==> config.mk <==
export PLATFORM = sky130hd
export DESIGN_NAME = afspc_top
export DESIGN_NICKNAME = d
export VERILOG_FILES = /design/src/verilog/afspc_pkg.sv /design/src/verilog/afspc_top.sv
export SDC_FILE = /design/constraint.sdc
export NUM_CORES = 1
export LEC_CHECK = 0
export ABC_AREA = 1
export BUFFER_PORTS_ARGS = -buffer_cell sky130_fd_sc_hd__buf_2
export CORE_MARGIN = 1
export CORE_UTILIZATION = 35
export DETAILED_ROUTE_END_ITERATION = 16
export GPL_ROUTABILITY_DRIVEN = 0
export REMOVE_ABC_BUFFERS = 1
export SETUP_SLACK_MARGIN = 0.02
export SLEW_MARGIN = 5
export SYNTH_ARGS = -nofsm -noshare
export SYNTH_HDL_FRONTEND = slang
export SYNTH_SLANG_ARGS = --single-unit
==> constraint.sdc <==
create_clock -name clk -period 3.2 [get_ports clk]
set_input_delay 0.32 -clock clk [delete_from_list [all_inputs] [get_ports clk]]
set_output_delay 0.32 -clock clk [all_outputs]
set_load 0.01 [all_outputs]
==> src/verilog/afspc_pkg.sv <==
// Constants and types for the full-shutdown power control block
// Contract
// - Mode 11 written: power down at strobe rise
// - Shutdown entry puts track-and-hold into hold
// - Control register kept intact during shutdown
// - Shutdown persists until mode 00 is written
// - Mode 00 written: power up, track again
// - Busy output marks conversion in progress
// - Reset leaves mode field at normal 00
// - Write data captured at gated strobe rise
`default_nettype none
package afspc_pkg;
  localparam int CTRL_W = 12;
  localparam int PM_LO_POS = 0;
  localparam int PM_HI_POS = 1;
  localparam logic [11:0] CTRL_RESET = 12'h000;
  localparam logic [1:0] PM_NORMAL = 2'h0;
  localparam logic [1:0] PM_FULL_SHUTDOWN = 2'h3;
  localparam int CLK_HZ = 10000000;
  localparam int POWER_UP_MS = 10;
  localparam int POWER_UP_CYCLES = POWER_UP_MS * (CLK_HZ / 1000);
  localparam int CONV_CYCLES = 14;
  typedef enum logic [1:0] {
    AFSPC_IDLE = 2'b00,
    AFSPC_CONV = 2'b01,
    AFSPC_OFF = 2'b10
  } afspc_state_e;
endpackage : afspc_pkg
`default_nettype wire

==> src/verilog/afspc_top.sv <==
// Full-shutdown power control, control register and busy logic
`default_nettype none
module afspc_top
  import afspc_pkg::*;
#(
  parameter int POWER_UP_CNT = POWER_UP_CYCLES,
  parameter int CONV_CNT = CONV_CYCLES
) (
  // Clock and reset
  input wire logic clk,
  input wire logic rst_n,
  // Parallel bus write side
  input wire logic cs_n,
  input wire logic wr_n,
  input wire logic [11:0] data_in,
  // Conversion control
  input wire logic conversion_start_n,
  // Status outputs
  output logic [11:0] ctrl_out,
  output logic powered_down,
  output logic hold_mode,
  output logic power_up_pending,
  output logic dma_request_line,
  output logic conv_done
);
  logic rst_s1_reg;
  logic rst_s2_reg;
  always_ff @(posedge clk or negedge rst_n) begin
    if (!rst_n) begin
      rst_s1_reg <= 1'b0;
      rst_s2_reg <= 1'b0;
    end else begin
      rst_s1_reg <= 1'b1;
      rst_s2_reg <= rst_s1_reg;
    end
  end
  wire logic srst_n = rst_s2_reg;

  logic strobe_reg;
  logic conv_in_reg;
  logic [11:0] ctrl_reg, ctrl_next;
  afspc_state_e state_reg, state_next;
  logic [31:0] cnt_reg, cnt_next;
  logic [31:0] pu_reg, pu_next;
  logic busy_reg, busy_next;
  logic done_reg, done_next;
  logic hold_reg, hold_next;

  wire logic strobe = ~cs_n & ~wr_n;
  wire logic wr_rise = strobe_reg & ~strobe;
  wire logic conv_fall = conv_in_reg & ~conversion_start_n;
  wire logic [1:0] pm_wr = {data_in[PM_HI_POS], data_in[PM_LO_POS]};

  always_comb begin
    ctrl_next = ctrl_reg;
    state_next = state_reg;
    cnt_next = cnt_reg;
    pu_next = (pu_reg != 32'h0) ? pu_reg - 32'h1 : 32'h0;
    busy_next = busy_reg;
    done_next = 1'b0;
    hold_next = hold_reg;
    if (wr_rise) begin
      ctrl_next = data_in;
    end
    case (state_reg)
      AFSPC_IDLE: begin
        if (wr_rise && pm_wr == PM_FULL_SHUTDOWN) begin
          state_next = AFSPC_OFF;
          hold_next = 1'b1;
        end else if (conv_fall) begin
          state_next = AFSPC_CONV;
          cnt_next = 32'(CONV_CNT);
          busy_next = 1'b1;
          hold_next = 1'b1;
        end else if (!conversion_start_n) begin
          hold_next = hold_reg;
        end else begin
          hold_next = 1'b0;
        end
      end
      AFSPC_CONV: begin
        if (wr_rise && pm_wr == PM_FULL_SHUTDOWN) begin
          state_next = AFSPC_OFF;
          busy_next = 1'b0;
          hold_next = 1'b1;
        end else if (cnt_reg <= 32'h1) begin
          state_next = AFSPC_IDLE;
          busy_next = 1'b0;
          done_next = 1'b1;
        end else begin
          cnt_next = cnt_reg - 32'h1;
        end
      end
      AFSPC_OFF: begin
        hold_next = 1'b1;
        if (wr_rise && pm_wr == PM_NORMAL) begin
          state_next = AFSPC_IDLE;
          hold_next = 1'b0;
          pu_next = 32'(POWER_UP_CNT);
        end
      end
      default: begin
        state_next = AFSPC_IDLE;
      end
    endcase
  end

  always_ff @(posedge clk or negedge srst_n) begin
    if (!srst_n) begin
      strobe_reg <= 1'b0;
      conv_in_reg <= 1'b1;
      ctrl_reg <= CTRL_RESET;
      state_reg <= AFSPC_IDLE;
      cnt_reg <= 32'h0;
      pu_reg <= 32'h0;
      busy_reg <= 1'b0;
      done_reg <= 1'b0;
      hold_reg <= 1'b1;
    end else begin
      strobe_reg <= strobe;
      conv_in_reg <= conversion_start_n;
      ctrl_reg <= ctrl_next;
      state_reg <= state_next;
      cnt_reg <= cnt_next;
      pu_reg <= pu_next;
      busy_reg <= busy_next;
      done_reg <= done_next;
      hold_reg <= hold_next;
    end
  end

  always_ff @(posedge clk or negedge srst_n) begin
    if (!srst_n) begin
      ctrl_out <= CTRL_RESET;
      powered_down <= 1'b0;
      hold_mode <= 1'b1;
      power_up_pending <= 1'b0;
      dma_request_line <= 1'b0;
      conv_done <= 1'b0;
    end else begin
      ctrl_out <= ctrl_next;
      powered_down <= (state_next == AFSPC_OFF);
      hold_mode <= hold_next;
      power_up_pending <= (pu_next != 32'h0);
      dma_request_line <= busy_next;
      conv_done <= done_next;
    end
  end
endmodule : afspc_top
`default_nettype wire

==> results of run 1 <==
-- cell families after synthesis --
family	share of synthesized area, %
simple gates	38.46
buf+inv	8.836
flops	41.38
compound gates	5.772
xor+xnor	3.824
fa+ha+maj	1.663
other cells	0.07119
-- path summary, 6_finish.rpt --
path	startpoint	to	slack (ns)	cells after the start
worst max register to register	strobe_reg	power_up_pending	0.75	12
worst min register to register	rst_s2_reg	powered_down	0.32	0
worst max-delay path	strobe_reg	power_up_pending	0.75	12
worst min-delay path	conversion_start_n	conv_in_reg	0.08	1
min in group asynchronous	rst_n	rst_s2_reg	0.28	2
max in group asynchronous	rst_s2_reg	hold_mode	2.03	1
-- through the flow --
step	cell area, µm²	instances	worst slack, ns	hold WS (ns)
6_report	5934	977	0.7469	0.08315
5_1_grt	5934	977	0.4796	0.06527
4_1_cts	5934	977	0.7387	0.06425
3_5_place_dp	5613	960	0.5947	0.1090
3_3_place_gp	5613	960	0.7640	0.1072
2_1_floorplan	5184	739	0.6009	0.02441
-- power breakdown --
group          internal [mW]  switching, mW
Sequential              1.26          0.150
Clock                  0.625          0.496
Combinational          0.357          0.846
Total                   2.24           1.49
-- final cells by class --
type | count | area, µm² | share of cell area [%]
multi-input cells | 551 | 2623 | 44.19
repair buffers | 38 | 205.2 | 3.458
well taps | 184 | 230.2 | 3.879
clock inverters | 7 | 86.33 | 1.455
inverters | 101 | 381.6 | 6.431
flip-flops and latches | 87 | 2183 | 36.79
clock buffers | 9 | 225.2 | 3.795
-- synthesized netlist by cell type (all sizes together) --
| cell | instances | share of area (%) |
|---|---|---|
| dfrtp | 85 | 40 |
| clkbuf | 3 | 0.21 |
| a31oi | 1 | 0.12 |
| nand3 | 56 | 5.7 |
| dfstp | 2 | 1.0 |
| or2 | 4 | 0.47 |
| xor2 | 22 | 3.7 |
| conb | 1 | 0.071 |
| o31ai | 12 | 1.7 |
| o21bai | 2 | 0.28 |
| buf | 8 | 1.4 |
| xnor2 | 1 | 0.17 |
| a21oi | 10 | 1.0 |
| nor2 | 141 | 11 |
| nor4 | 4 | 0.47 |
| o21ai | 26 | 2.5 |
| and2 | 1 | 0.12 |
| o311ai | 1 | 0.17 |
| ha | 7 | 1.7 |
| nand3b | 5 | 0.71 |
| nand2 | 240 | 18 |
| inv | 101 | 7.2 |
| nor3 | 7 | 0.76 |
| nand4 | 10 | 1.2 |
-- layer usage --
layer | share of wire (%) | wire [µm] | global-route usage [%] | vias up
li1 | - | - | - | 2416
met1 | 48 | 5919 | 22.14 | 2065
met2 | 47 | 5810 | 27.04 | 61
met3 | 3.0 | 368 | 4.038 | 18
met4 | 1.7 | 210 | 5.315 | 0
met5 | 0 | 0 | 0 | -
-- repair_timing --
| action | CTS | global route |
|---|---|---|
| hold endpoints to repair | 2 | 0 |
| hold buffers | 1 | 0 |
| gates resized for setup | 0 | 0 |
==> qor.yml, run 1 <==
outcome: "completed"
dieArea_um2: 15550
critPathLaunchType: "flop"
rsz0062_at_grt: "no"
overflow: 0
drt_iter0_drc: 294
clk_pin_slew_ns: 0.07
cts_tree: "yes"
num_rows: 44
path_class: "reg2reg"
p_per_area_nw_per_um2: 629.6
path_cells: "nand2_1 > inv_2 > nand3_2 > inv_2 > nor2_2 > buf_4 > nand3_1 > nand2_1 > nor2_1 > nand2_1 > nor2_1 > nand2_1"
cp_top_family: "simple AND/OR/NAND/NOR gates"
dp_hpwl_mm: 9.428
syn_avg_cell_area_um2: 7.023
ys_types: 40
drtAntennaViolNets: 0
grt_pass1_vias: 4410
finalWirelength_mm: 12.31
ioPinCount: 34
syn-instance-count: 750
cp.arrival_ns: 2.74
layout_common_cells: "nand2_1, nor2_1, inv_1, dfrtp_1, nand3_1"
drive_gt1_share_pct: 12.48
max_freq_ghz: 0.4076
core_um2: 14590
remaining_drc_errors: 0
max-vdd-ir-drop_uv: 539.4
viasPerCell: 4.667
htreeDepth: 3
min_path_type: "in2reg"
cap_violations: 0
cpPeakStageDelay_ns: 0.51
final_core_util_pct: 40.68
clock-sinks: 87
setup_viol: 0
final_max_slew_viol_count: 0
clockBufferDepth: 2
start_util_pct: 36.11
power_mw: 3.736
diodes: 0
antenna_found_initial: 0
globalRouteTotalUtil_pct: 16.81
drt-wirelength-per-cell_um: 12.60
cp-end-kind: "flop"
port_buffers: 33
grt_max_degree: 43
drtPass1Iterations: 4
vias: 4560
yosys_warnings: 0
die_h_um: 124.7
ys_seq_area_share_pct: 41.38
finalHoldViolCount: 0
p_leak_nw: 3.319
numCtsBuffers: 9
worst-path-buf-inv: 3
n_fill_cell: 1530
ys_ff_latch: 87
post_cts_buffers: 0
cts-root-buf: "clkbuf_16"
final_common_cell: "nand2_1"
crit_path_frequent_cell: "nand2_1"
nets: 812
cp.required_ns: 3.48
fin_crit_ns: 2.453
syn_to_final_growth_pct: 12.66
cp_slowest_cell: "nor2_2"
clkLatencyLatePin_ns: 0.35
grt_pass1_wl_mm: 21.27
die_x_um: 124.7
syn_area_um2: 5268
finalSetupTns_ns: 0
max-slew-margin-rel_pct: 57.50
tightest_slew_ns: 0.6369
period_share_pct: 76.66
worstPathMaxFanout: 15
fin_skew_ns: 0.008772
No activity file was read; power rests on OpenSTA's default activity.
==> run 2: changes to the inputs <==
- ABC_AREA: 1 -> 0
- clock period: 3.2 -> 2.3 ns (I/O delays scaled with it)
==> run 2 against run 1 <==
  * The flow now finishes with violations (negative setup slack)
  * Cell count shrank 18%
  * Critical path depth shrank 6
  * Die area shrank 9.7%
  * Clock-buffer cell count grew 2
  * Sequential share of layout area shrank 3.4 points
  * Highest routed layer unchanged
  * Maximum frequency shrank 3.7%
  * Synthesized cell count shrank 34%
  * Register-to-register slack lost 0.99 ns
  * Wire length shrank 2.6%
  * Critical path type unchanged
==> qor.yml, run 2 <==
max-vdd-ir-drop_uv: 637.4  # +18%
fin_skew_ns: 0.01009  # +0.001320 ns
nets: 646  # -20%
synth_common_cells: "dfrtp_1, nor2_1, xnor2_1"
violations: "negative setup slack"
yosysMostFrequentCell: "dfrtp_1"
path_class: "reg2reg"
ys_seq_area_share_pct: 45.88  # +4.5 points
port_buffers: 33  # unchanged
cp_slowest_cell: "or4_4"
overflow: 0  # unchanged
numCtsBuffers: 9  # unchanged
clk_pin_slew_ns: 0.07  # about the same
min_path_type: "in2reg"
max-slew-margin-rel_pct: 17.79  # -40 points
drt_iter0_drc: 142  # -52%
num_rows: 42  # -4.5%
drive_gt1_share_pct: 34.45  # +22 points
htreeDepth: 3  # unchanged
rsz0062_at_grt: "yes"
synth-edff-count: 0  # unchanged
drtPass1Iterations: 4  # unchanged
synth_top_area_share_pct: 44.77  # +4.4 points
clkLatencyLatePin_ns: 0.34  # about the same
syn_to_final_growth_pct: 37.53
grt_max_degree: 52  # +21%
timing.final.ws_setup_ns: -0.2469  # -0.9938 ns
async_flop_share_pct: 100.0  # unchanged
syn_avg_cell_area_um2: 9.559  # +36%
cts-root-buf: "clkbuf_16"
multiInputGateArea_um2: 2735  # +4.3%
holdPathStages: 2  # +1
start_util_pct: 35.87  # -0.23 points
worst-path-buf-inv: 0  # -3
drtAntennaViolNets: 0  # unchanged
finalWirelength_mm: 11.99  # -2.6%
viasPerCell: 5.198  # +11%
synth_area_leaders: "dfrtp_1, xnor2_1, nor2_1, mux2_2, nor4_1"
setup_viol: 64  # +64
cpPeakStageDelay_ns: 0.54  # +0.03 ns
max_freq_ghz: 0.3926  # -3.7%
crit_path_frequent_cell: "or4_4"
cp_top_family: "simple AND/OR/NAND/NOR gates"
drt-wirelength-per-cell_um: 14.93  # +19%
diodes: 0  # unchanged
syn-instance-count: 497  # -34%
seq_area_um2: 2183  # unchanged
dieArea_um2: 14040  # -9.7%
fin_crit_ns: 2.547  # +0.09380 ns
worstPathMaxFanout: 4  # -11
die_h_um: 118.5  # -5.0%
dp_hpwl_mm: 8.502  # -9.8%
clock-sinks: 87  # unchanged
outcome: "finished, violations left"
vias: 4174  # -8.5%
p_per_area_nw_per_um2: 793.9  # +26%
grt_pass1_wl_mm: 20.27  # -4.7%
antenna_found_initial: 0  # unchanged
critPathLaunchType: "flop"
p_leak_nw: 2.810  # -15%
cp-end-kind: "flop"
holdWs_ns: 0.07633  # -0.006824 ns
ys_ff_latch: 87  # unchanged
layout_common_cells: "dfrtp_1, buf_4, nor2_1, xnor2_1, buf_2"
worst-path-stages: 6  # -6
period_share_pct: 110.7  # +34 points
die_x_um: 118.5  # -5.0%
ys.flop_type: "dfrtp_1"
n_fill_cell: 1245  # -19%
tightest_slew_ns: 1.225  # +0.5880 ns
cp.required_ns: 2.50  # -0.98 ns
syn_area_um2: 4751  # -9.8%
ioPinCount: 34  # unchanged
final_core_util_pct: 49.34  # +8.7 points
cap_violations: 0  # unchanged
core_um2: 13240  # -9.2%
yosys_warnings: 0  # unchanged
ys_types: 54  # +35%
globalRouteTotalUtil_pct: 18.10  # +1.3 points
cts_tree: "yes"
remaining_drc_errors: 0  # unchanged
clockBufferDepth: 2  # unchanged
grt_pass1_vias: 4274  # -3.1%
r2r_cells: 6  # -6
synth_area_leader_cell: "dfrtp_1"
final_common_cell: "dfrtp_1"
final_max_slew_viol_count: 0  # unchanged
cp.arrival_ns: 2.75  # about the same
path_cells: "or4_4 > or4_4 > or4_4 > a32oi_2 > and4_1 > a41oi_1"
finalHoldViolCount: 0  # unchanged
run 2: cell count changes after synthesis, sizes merged, moves of 14 or more:
cell   before  now
nor4        4   26
xnor2       1   42
nand3      56   11
or3         0   14
inv       101   15
nand2     240   22
nor2      141   81
xor2       22    8
run 2: what timing repair did:
item / 4_1_cts / 5_1_grt
hold buffers: 2 / 0
setup endpoints to repair: 68 / 69
hold endpoints to repair: 3 / 0
gates resized for setup: 45 / 38
pin swaps: 28 / 37
cloned: 1 / 0
setup buffers: 7 / 4
run 2: final timing paths:
path                            start                to  slack, ns
max reg2reg                pu_reg[17]  power_up_pending      -0.25
max in group asynchronous  rst_s2_reg        pu_reg[24]       1.37
max                        pu_reg[17]  power_up_pending      -0.25
min                              cs_n        strobe_reg       0.08
min reg2reg                rst_s2_reg       ctrl_out[4]       0.28
min in group asynchronous       rst_n        rst_s1_reg       0.19
run 2: layout make-up:
class | instances | share of cell area, %
Multi-Input combinational cell | 376 | 41.86
Sequential cell | 87 | 33.42
Timing Repair Buffer | 133 | 15.65
Clock buffer | 11 | 3.562
Tap cell | 176 | 3.370
Clock inverter | 5 | 1.283
Inverter | 15 | 0.8617
run 2: report_power, final:
group,internal (mW),total [mW],switching (mW)
registers,1.76,1.97,0.210
logic,0.751,1.67,0.915
clock network,0.958,1.55,0.597
run 2: cells by family (layout without fill, tap and decap cells):
kind of cell	Yosys count	count (layout)	share of synthesized area (%)
buffers and inverters	34	164	2.818
AO/OA/AOI/OAI	65	65	9.534
flip-flops	87	87	45.88
AND/OR/NAND/NOR	240	240	27.55
XOR/XNOR	50	50	9.218
other	1	1	0.07893
adder cells (fa/ha/maj)	7	7	1.843
multiplexers	13	13	3.081
run 2: per-layer routing:
metal	global-route usage [%]	part of all wire, %	vias up	routed length, µm
met5	0	0	-	0
met4	6.092	1.6	0	190
met3	4.633	3.2	15	380
met2	30.66	50	55	6003
met1	22.37	45	2070	5416
li1	-	-	2034	-
run 2: per-stage QoR:
step	std cells	worst slack [ns]	total power, mW	TNS [ns]	area (µm²)
after floorplan	478	-0.6669	2.795	-50.61	4673
after global placement	775	-0.2480	3.374	-8.680	5736
after detailed placement	775	-0.3026	3.416	-11.04	5736
after CTS	801	-0.2307	5.109	-5.511	6301
after global routing	803	-0.3357	5.492	-14.11	6534
final	803	-0.2469	5.187	-7.470	6534
run 2: worst reg2reg max path, cell delays in order (launching register included):
cell     delay [ns]
dfrtp_1        0.38
or4_4          0.54
or4_4          0.46
or4_4          0.52
a32oi_2        0.19
and4_1         0.20
a41oi_1        0.11
